File: src/core/sleep_cfg_pkg.sv
package sleep_cfg_pkg;
    // ==========================================================
    // register map
    localparam logic [7:0] power_cfg_addr = 8'hEC;
    localparam logic [7:0] tap_cfg_addr = 8'hED;
    localparam logic [7:0] power_cfg_reset = 8'h00;
    localparam logic [7:0] tap_cfg_reset = 8'h7F;
    // ==========================================================
    // field positions
    localparam int osc_off_bit = 0;
    localparam int bus_keep_bit = 1;
    localparam int alt_rate_lsb = 2;
    localparam int phase1_lsb = 0;
    localparam int phase2_lsb = 2;
    localparam int phase3_lsb = 4;
    localparam int double_bit = 6;
    // ==========================================================
    // pulse rate codes
    localparam logic [1:0] rate_legacy = 2'h0;
    localparam logic [1:0] rate_32k = 2'h1;
    localparam logic [1:0] rate_8k = 2'h2;
    localparam logic [1:0] rate_reserved = 2'h3;
    // ==========================================================
    // phase times in nanoseconds, cycles derived from the clock period
    localparam int clk_period_ns = 50;
    localparam int p1_ns_0 = 10000;
    localparam int p1_ns_1 = 14000;
    localparam int p1_ns_2 = 20000;
    localparam int p1_ns_3 = 30000;
    localparam int p2_ns_0 = 3000;
    localparam int p2_ns_1 = 4000;
    localparam int p2_ns_2 = 5000;
    localparam int p2_ns_3 = 10000;
    localparam int p3_ns_0 = 1000;
    localparam int p3_ns_1 = 2000;
    localparam int p3_ns_2 = 5000;
    localparam int p3_ns_3 = 10000;
    localparam int cnt_w = 12;
    localparam logic [cnt_w-1:0] p1_cyc_0 = cnt_w'((p1_ns_0 + clk_period_ns - 1) / clk_period_ns);
    localparam logic [cnt_w-1:0] p1_cyc_1 = cnt_w'((p1_ns_1 + clk_period_ns - 1) / clk_period_ns);
    localparam logic [cnt_w-1:0] p1_cyc_2 = cnt_w'((p1_ns_2 + clk_period_ns - 1) / clk_period_ns);
    localparam logic [cnt_w-1:0] p1_cyc_3 = cnt_w'((p1_ns_3 + clk_period_ns - 1) / clk_period_ns);
    localparam logic [cnt_w-1:0] p2_cyc_0 = cnt_w'((p2_ns_0 + clk_period_ns - 1) / clk_period_ns);
    localparam logic [cnt_w-1:0] p2_cyc_1 = cnt_w'((p2_ns_1 + clk_period_ns - 1) / clk_period_ns);
    localparam logic [cnt_w-1:0] p2_cyc_2 = cnt_w'((p2_ns_2 + clk_period_ns - 1) / clk_period_ns);
    localparam logic [cnt_w-1:0] p2_cyc_3 = cnt_w'((p2_ns_3 + clk_period_ns - 1) / clk_period_ns);
    localparam logic [cnt_w-1:0] p3_cyc_0 = cnt_w'((p3_ns_0 + clk_period_ns - 1) / clk_period_ns);
    localparam logic [cnt_w-1:0] p3_cyc_1 = cnt_w'((p3_ns_1 + clk_period_ns - 1) / clk_period_ns);
    localparam logic [cnt_w-1:0] p3_cyc_2 = cnt_w'((p3_ns_2 + clk_period_ns - 1) / clk_period_ns);
    localparam logic [cnt_w-1:0] p3_cyc_3 = cnt_w'((p3_ns_3 + clk_period_ns - 1) / clk_period_ns);
    // ==========================================================
    // wakeup sequencer states
    typedef enum logic [4:0] {
        st_run = 5'h01,
        st_sleep = 5'h02,
        st_phase1 = 5'h04,
        st_phase2 = 5'h08,
        st_phase3 = 5'h10
    } seq_state_t;
endpackage

File: src/core/phase_timer_if.sv
`timescale 1ns/1ps
`default_nettype none
interface phase_timer_if;
    logic load;
    logic [sleep_cfg_pkg::cnt_w-1:0] length;
    logic done;
    modport ctrl (output load, output length, input done);
    modport timer (input load, input length, output done);
endinterface
`default_nettype wire

File: src/core/phase_timer.sv
`timescale 1ns/1ps
`default_nettype none
// ==========================================================
// wakeup timer: counts one phase, done pulses on its last cycle
module phase_timer (
    input wire logic core_clk,
    input wire logic sys_rst,
    input wire logic clk_en,
    phase_timer_if.timer tmr
);
    typedef struct packed {
        logic [sleep_cfg_pkg::cnt_w-1:0] count;
        logic busy;
    } tmr_state_t;
    tmr_state_t state_ff;
    tmr_state_t nxt_state;

    always_comb begin
        nxt_state = state_ff;
        if (tmr.load) begin
            nxt_state.count = tmr.length;
            nxt_state.busy = 1'b1;
        end else if (state_ff.busy) begin
            nxt_state.count = state_ff.count - 1'b1;
            if (state_ff.count == sleep_cfg_pkg::cnt_w'(1)) begin
                nxt_state.busy = 1'b0;
            end
        end
    end

    always_ff @(posedge core_clk) begin
        if (sys_rst) begin
            state_ff <= '0;
        end else if (clk_en) begin
            state_ff <= nxt_state;
        end
    end

    // done never looks at load: the controller raises load from done
    assign tmr.done = clk_en && state_ff.busy
        && (state_ff.count == sleep_cfg_pkg::cnt_w'(1));
endmodule // phase_timer
`default_nettype wire

File: src/core/sleep_wakeup_config.sv
`timescale 1ns/1ps
`default_nettype none
module sleep_wakeup_config (
    input wire logic core_clk,
    input wire logic sys_rst,
    input wire logic clk_en,
    input wire logic [7:0] reg_addr,
    input wire logic [7:0] reg_wdata,
    input wire logic reg_wr,
    input wire logic reg_rd,
    output logic [7:0] reg_rdata,
    input wire logic sleep_req,
    input wire logic pin_wake,
    input wire logic timer_wake,
    input wire logic [1:0] legacy_pulse_rate_sel,
    output logic [1:0] pulse_rate_mode,
    output logic [1:0] legacy_rate_out,
    output logic slow_osc_en,
    output logic standby_reg_on,
    output logic bus_supply_on,
    output logic sleep_timer_run,
    output logic watchdog_run,
    output logic pulse_run,
    output logic deep_sleep,
    output logic asleep,
    output logic waking,
    output logic [1:0] wake_phase,
    output logic core_run
);
    typedef struct packed {
        logic [7:0] power_cfg;
        logic [7:0] tap_cfg;
        logic [7:0] rdata;
        logic deep;
        sleep_cfg_pkg::seq_state_t seq;
        logic [7:0] chk_tap;
        logic [sleep_cfg_pkg::cnt_w-1:0] phase_cyc;
    } top_state_t;
    top_state_t state_ff;
    top_state_t nxt_state;

    phase_timer_if tmr_bus ();

    phase_timer u_timer (
        .core_clk(core_clk),
        .sys_rst(sys_rst),
        .clk_en(clk_en),
        .tmr(tmr_bus.timer)
    );

    logic osc_off;
    logic bus_keep;
    logic dbl;
    logic [1:0] p1_sel;
    logic [1:0] p2_sel;
    logic [1:0] p3_sel;
    logic [sleep_cfg_pkg::cnt_w-1:0] p1_len;
    logic [sleep_cfg_pkg::cnt_w-1:0] p2_len;
    logic [sleep_cfg_pkg::cnt_w-1:0] p3_len;
    logic wake_evt;
    logic in_sleep;

    assign osc_off = state_ff.power_cfg[sleep_cfg_pkg::osc_off_bit];
    assign bus_keep = state_ff.power_cfg[sleep_cfg_pkg::bus_keep_bit];
    assign dbl = state_ff.tap_cfg[sleep_cfg_pkg::double_bit];
    assign p1_sel = state_ff.tap_cfg[sleep_cfg_pkg::phase1_lsb +: 2];
    assign p2_sel = state_ff.tap_cfg[sleep_cfg_pkg::phase2_lsb +: 2];
    assign p3_sel = state_ff.tap_cfg[sleep_cfg_pkg::phase3_lsb +: 2];

    // ==========================================================
    // phase lengths
    always_comb begin
        case (p1_sel)
            2'h0: p1_len = sleep_cfg_pkg::p1_cyc_0;
            2'h1: p1_len = sleep_cfg_pkg::p1_cyc_1;
            2'h2: p1_len = sleep_cfg_pkg::p1_cyc_2;
            default: p1_len = sleep_cfg_pkg::p1_cyc_3;
        endcase
        case (p2_sel)
            2'h0: p2_len = sleep_cfg_pkg::p2_cyc_0;
            2'h1: p2_len = sleep_cfg_pkg::p2_cyc_1;
            2'h2: p2_len = sleep_cfg_pkg::p2_cyc_2;
            default: p2_len = sleep_cfg_pkg::p2_cyc_3;
        endcase
        case (p3_sel)
            2'h0: p3_len = sleep_cfg_pkg::p3_cyc_0;
            2'h1: p3_len = sleep_cfg_pkg::p3_cyc_1;
            2'h2: p3_len = sleep_cfg_pkg::p3_cyc_2;
            default: p3_len = sleep_cfg_pkg::p3_cyc_3;
        endcase
        if (dbl) begin
            p1_len = {p1_len[sleep_cfg_pkg::cnt_w-2:0], 1'b0};
            p2_len = {p2_len[sleep_cfg_pkg::cnt_w-2:0], 1'b0};
            p3_len = {p3_len[sleep_cfg_pkg::cnt_w-2:0], 1'b0};
        end
    end

    // ==========================================================
    // sequencer and registers
    assign in_sleep = (state_ff.seq == sleep_cfg_pkg::st_sleep);
    // deep sleep ignores the timer source
    assign wake_evt = pin_wake || (!state_ff.deep && timer_wake);

    always_comb begin
        nxt_state = state_ff;
        tmr_bus.load = 1'b0;
        tmr_bus.length = p1_len;
        nxt_state.rdata = 8'h00;
        if (reg_wr && reg_addr == sleep_cfg_pkg::power_cfg_addr) begin
            nxt_state.power_cfg = {4'h0, reg_wdata[3:0]};
        end
        if (reg_wr && reg_addr == sleep_cfg_pkg::tap_cfg_addr) begin
            nxt_state.tap_cfg = {1'b0, reg_wdata[6:0]};
        end
        if (reg_rd) begin
            case (reg_addr)
                sleep_cfg_pkg::power_cfg_addr: nxt_state.rdata = state_ff.power_cfg;
                sleep_cfg_pkg::tap_cfg_addr: nxt_state.rdata = state_ff.tap_cfg;
                default: nxt_state.rdata = 8'h00;
            endcase
        end
        case (state_ff.seq)
            sleep_cfg_pkg::st_run: begin
                if (sleep_req) begin
                    nxt_state.seq = sleep_cfg_pkg::st_sleep;
                    nxt_state.deep = osc_off && !bus_keep;
                end
            end
            sleep_cfg_pkg::st_sleep: begin
                if (wake_evt) begin
                    nxt_state.seq = sleep_cfg_pkg::st_phase1;
                    nxt_state.deep = 1'b0;
                    tmr_bus.load = 1'b1;
                    tmr_bus.length = p1_len;
                end
            end
            sleep_cfg_pkg::st_phase1: begin
                if (tmr_bus.done) begin
                    nxt_state.seq = sleep_cfg_pkg::st_phase2;
                    tmr_bus.load = 1'b1;
                    tmr_bus.length = p2_len;
                end
            end
            sleep_cfg_pkg::st_phase2: begin
                if (tmr_bus.done) begin
                    nxt_state.seq = sleep_cfg_pkg::st_phase3;
                    tmr_bus.load = 1'b1;
                    tmr_bus.length = p3_len;
                end
            end
            sleep_cfg_pkg::st_phase3: begin
                if (tmr_bus.done) begin
                    nxt_state.seq = sleep_cfg_pkg::st_run;
                end
            end
            default: nxt_state.seq = sleep_cfg_pkg::st_run;
        endcase
        if (!clk_en) begin
            tmr_bus.load = 1'b0;
        end
        // taps seen at each phase load and cycles spent so far in the phase
        if (tmr_bus.load) begin
            nxt_state.chk_tap = state_ff.tap_cfg;
        end
        if (!waking || tmr_bus.done) begin
            nxt_state.phase_cyc = '0;
        end else begin
            nxt_state.phase_cyc = state_ff.phase_cyc + 1'b1;
        end
    end

    always_ff @(posedge core_clk) begin
        if (sys_rst) begin
            state_ff.power_cfg <= sleep_cfg_pkg::power_cfg_reset;
            state_ff.tap_cfg <= sleep_cfg_pkg::tap_cfg_reset;
            state_ff.rdata <= 8'h00;
            state_ff.deep <= 1'b0;
            state_ff.seq <= sleep_cfg_pkg::st_run;
            state_ff.chk_tap <= sleep_cfg_pkg::tap_cfg_reset;
            state_ff.phase_cyc <= '0;
        end else if (clk_en) begin
            state_ff <= nxt_state;
        end
    end

    // ==========================================================
    // outputs
    assign reg_rdata = state_ff.rdata;
    assign pulse_rate_mode = state_ff.power_cfg[sleep_cfg_pkg::alt_rate_lsb +: 2];
    assign legacy_rate_out = (pulse_rate_mode == sleep_cfg_pkg::rate_legacy)
        ? legacy_pulse_rate_sel : 2'h0;
    assign slow_osc_en = !(in_sleep && osc_off);
    assign sleep_timer_run = slow_osc_en;
    assign watchdog_run = slow_osc_en;
    assign pulse_run = slow_osc_en;
    assign standby_reg_on = !in_sleep || !osc_off || bus_keep;
    assign bus_supply_on = !in_sleep || bus_keep;
    assign deep_sleep = in_sleep && state_ff.deep;
    assign asleep = in_sleep;
    assign waking = (state_ff.seq == sleep_cfg_pkg::st_phase1)
        || (state_ff.seq == sleep_cfg_pkg::st_phase2)
        || (state_ff.seq == sleep_cfg_pkg::st_phase3);
    assign wake_phase = (state_ff.seq == sleep_cfg_pkg::st_phase2) ? 2'h2
        : (state_ff.seq == sleep_cfg_pkg::st_phase3) ? 2'h3
        : (state_ff.seq == sleep_cfg_pkg::st_phase1) ? 2'h1 : 2'h0;
    assign core_run = (state_ff.seq == sleep_cfg_pkg::st_run);

    // ==========================================================
    // expected length of the running phase, from the taps latched at its load
    logic [1:0] exp_sel;
    logic [sleep_cfg_pkg::cnt_w-1:0] exp_len;

    always_comb begin
        case (wake_phase)
            2'h1: exp_sel = state_ff.chk_tap[sleep_cfg_pkg::phase1_lsb +: 2];
            2'h2: exp_sel = state_ff.chk_tap[sleep_cfg_pkg::phase2_lsb +: 2];
            default: exp_sel = state_ff.chk_tap[sleep_cfg_pkg::phase3_lsb +: 2];
        endcase
        case ({wake_phase, exp_sel})
            4'h4: exp_len = sleep_cfg_pkg::p1_cyc_0;
            4'h5: exp_len = sleep_cfg_pkg::p1_cyc_1;
            4'h6: exp_len = sleep_cfg_pkg::p1_cyc_2;
            4'h7: exp_len = sleep_cfg_pkg::p1_cyc_3;
            4'h8: exp_len = sleep_cfg_pkg::p2_cyc_0;
            4'h9: exp_len = sleep_cfg_pkg::p2_cyc_1;
            4'hA: exp_len = sleep_cfg_pkg::p2_cyc_2;
            4'hB: exp_len = sleep_cfg_pkg::p2_cyc_3;
            4'hC: exp_len = sleep_cfg_pkg::p3_cyc_0;
            4'hD: exp_len = sleep_cfg_pkg::p3_cyc_1;
            4'hE: exp_len = sleep_cfg_pkg::p3_cyc_2;
            4'hF: exp_len = sleep_cfg_pkg::p3_cyc_3;
            default: exp_len = '0;
        endcase
        if (state_ff.chk_tap[sleep_cfg_pkg::double_bit]) begin
            exp_len = exp_len + exp_len;
        end
    end
endmodule // sleep_wakeup_config
`default_nettype wire

File: config.mk
export PLATFORM = sky130hd
export DESIGN_NAME = sleep_wakeup_config
export DESIGN_NICKNAME = d
export VERILOG_FILES = /design/src/core/sleep_cfg_pkg.sv /design/src/core/phase_timer_if.sv /design/src/core/phase_timer.sv /design/src/core/sleep_wakeup_config.sv
export SDC_FILE = /design/constraint.sdc
export NUM_CORES = 1
export LEC_CHECK = 0
export BUFFER_PORTS_ARGS = -buffer_cell sky130_fd_sc_hd__buf_2
export CAP_MARGIN = 30
export CORE_MARGIN = 2
export CORE_UTILIZATION = 40
export CTS_BUF_LIST = sky130_fd_sc_hd__clkbuf_4
export DETAILED_ROUTE_END_ITERATION = 10
export PLACE_DENSITY = 0.62
export SLEW_MARGIN = 0
export SYNTH_ARGS = -nofsm -noshare
export SYNTH_HDL_FRONTEND = slang
export SYNTH_SLANG_ARGS = --single-unit
File: constraint.sdc
create_clock -name core_clk -period 4.23 [get_ports core_clk]
set_input_delay 0.2115 -clock core_clk [delete_from_list [all_inputs] [get_ports core_clk]]
set_output_delay 0.2115 -clock core_clk [all_outputs]
set_load 0.01 [all_outputs]
==> impl_metrics.json <==
{
  "initial_utilization_pct": 41.69,
  "hold_slack_ns": 0.09569,
  "diodes": 0,
  "routedWlPerCell_um": 14.06,
  "synth_area_um2": 2663,
  "pwr-share-seq_pct": 51.4,
  "routed_wl_um": 5864,
  "dieHeight_um": 85.59,
  "ys_seq_elements": 37,
  "grt_use_met1_pct": 23.02,
  "async_flop_share_pct": 0,
  "hp-class": "in -> reg",
  "power_frac_comb_pct": 12.8,
  "insertion_delay_ns": 0.36,
  "clock_path_buffers": 2,
  "core_um2": 6386,
  "synth_ff_type": "dfxtp_1",
  "critPathLaunchType": "flip-flop",
  "final_layout_size_suffix_gt1_share_pct": 21.18,
  "status": "complete, no violations",
  "relSlewSlack_pct": 47.88,
  "ir_drop_uv": 185.4,
  "htree_levels": 2,
  "tightest_slew_ns": 0.7807,
  "dp_hpwl_um": 4411,
  "min_period_over_period_pct": 55.77,
  "busiest_layer": "met2",
  "synth.avg_cell_area_um2": 8.347,
  "grt_use_total_pct": 16.96,
  "switching_power_mw": 0.1934,
  "io_pins": 50,
  "antenna_found_initial": 0,
  "row_count": 29,
  "final_hold_viol_count": 0,
  "grt_pass1_wl_um": 10140,
  "synth_seq_area_share_pct": 27.82,
  "swShare_pct": 27.16,
  "cts_tree": "built",
  "intPower_mw": 0.5187,
  "critical_path.max_fanout": 10,
  "max_clock_freq_ghz": 0.4239,
  "fin_nets": 379,
  "clkPwrFrac_pct": 35.8,
  "drc": 0,
  "place.gp.congestion": 0.8138,
  "yosys.cell_types.count": 66,
  "overflow": 0,
  "cts_setup_buffers": 0,
  "grtUsageMet2_pct": 27.49,
  "syn_inst": 319,
  "syn_nets": 359,
  "grt_pass1_vias": 2138,
  "crit_type": "reg -> out",
  "crit_arrival_ns": 2.15,
  "syn_to_final_growth_pct": 8.083,
  "portBuffers": 47,
  "cts.sinks": 37,
  "rsz0062_at_grt": "false",
  "max_cap_violations": 0,
  "p_leak_nw": 1.282,
  "cts_resized": 0,
  "cts-buffers-inserted": 5,
  "critical_path_required_ns": 4.02,
  "vias_per_cell": 5.451,
  "fin_skew_ns": 0.008662,
  "fin_setup_tns_ns": 0,
  "drt_pre_antenna_iters": 4,
  "postRouteAntennaNets": 0,
  "cts-root-buf": "clkbuf_4",
  "grt_use_met3_pct": 2.984,
  "synth-edff-count": 0,
  "drtIter0Drc": 97,
  "setup_viol": 0,
  "clk_pin_slew_worst_paths_ns": 0.13,
  "crit_path_end_kind": "output pin",
  "drv_slew": 0,
  "ys_warn_count": 0,
  "nFillCells": 670,
  "period_needed_ns": 2.359,
  "grt_max_degree": 41,
  "p_per_area_nw_per_um2": 247.4,
  "fp.dieW_um": 85.59,
  "cts_hold_buf": 0,
  "die_area_um2": 7325,
  "vias": 2273
}
metrics by stage:
stage	worst slack, ns	cells	util, %	power [mW]	instance area [µm²]
finish	1.871	417	45.06	0.7121	2878
CTS	1.842	417	45.06	0.7206	2878
global placement	2.016	409	43.75	0.4645	2794
detailed placement	2.015	409	43.75	0.4651	2794
floorplan	2.416	319	-	0.4385	2663
global route	1.657	417	45.06	0.7521	2878
kinds of logic after synthesis:
kind of cell | synth area share (%)
XOR/XNOR | 3.289
AND/OR/NAND/NOR | 25.94
adder cells (fa/ha/maj) | 6.579
AO/OA/AOI/OAI | 20.86
flip-flops | 27.82
multiplexers | 5.451
buffers and inverters | 9.915
other | 0.1408
critical path, stage by stage, from the launching register on:
cell and delay (ns):
dfxtp_1 0.47, nor4_4 0.46, and2_1 0.31, nand2_1 0.13, or2_2 0.28, buf_2 0.14
power groups by stage:
stage | Combinational, mW | Sequential [mW] | Clock (mW)
global placement | 0.0911 | 0.373 | 0
CTS | 0.0916 | 0.366 | 0.263
detailed placement | 0.0913 | 0.374 | 0
finish | 0.0909 | 0.366 | 0.255
floorplan | 0.0705 | 0.368 | 0
global route | 0.102 | 0.368 | 0.283
cell type report:
class                   instances  area [µm²]  area share (%)
repair buffers                 47       235.2           8.174
multi-input cells             231        1658           57.61
clock buffers                   5       37.54           1.304
inverters                      17       63.81           2.217
clock inverters                 3       46.29           1.609
flip-flops and latches         37       740.7           25.74
well taps                      77       96.34           3.348
registers in the layout, indices dropped and copies added, names as in the netlist:
name              cells
dbl                   1
state_ff              6
reg_rdata             7
osc_off               1
p2_sel                2
p3_sel                2
pulse_rate_mode       2
p1_sel                2
u_timer.state_ff     13
bus_keep              1
cells in the mapped netlist, types with 7 or more instances:
library cell  number  area, µm²
nor3_1             7      35.03
mux2i_1           10      100.1
nand2_1           14      52.55
dfxtp_1           37      740.7
a211o_1            9      78.83
o21ai_0            8      40.04
a21oi_1            7      35.03
clkbuf_1          14      52.55
ha_1              14      175.2
a22oi_1            9      67.56
buf_4             14      105.1
nor2_1            44      165.2
inv_1             17      63.81
path summary, 6_finish.rpt:
check                       from             endpoint  slack [ns]  cells past startpoint
max                 state_ff[24]       standby_reg_on        1.87                      5
min                 reg_wdata[3]   pulse_rate_mode[1]         0.1                      3
max reg2reg  u_timer.state_ff[1]  u_timer.state_ff[6]        2.00                      6
min reg2reg         reg_rdata[5]         reg_rdata[5]        0.50                      2
placed cells by master (no fill, tap or decap), drive strengths merged, types with 5 or more instances in the layout:
master and instances:
nand2 14, inv 17, nor4 9, buf 47, nor2 44, and2 5, nand4 5, nor3 9
clkbuf 5, dfxtp 37, mux2i 10, nor2b 5, a22oi 9, a21oi 7, o21ai 9, xor2 6
ha 14, nand2b 5, o211ai 5, a211o 9
metal layers:
metal  part of all wire [%]  wire length (µm)  up-vias
li1                       -                 -     1187
met1                     49              2854     1036
met2                     46              2712       43
met3                    3.8               224        7
met4                    1.2                72        0
met5                      0                 0        -
Power figures use the tool's default switching activity.
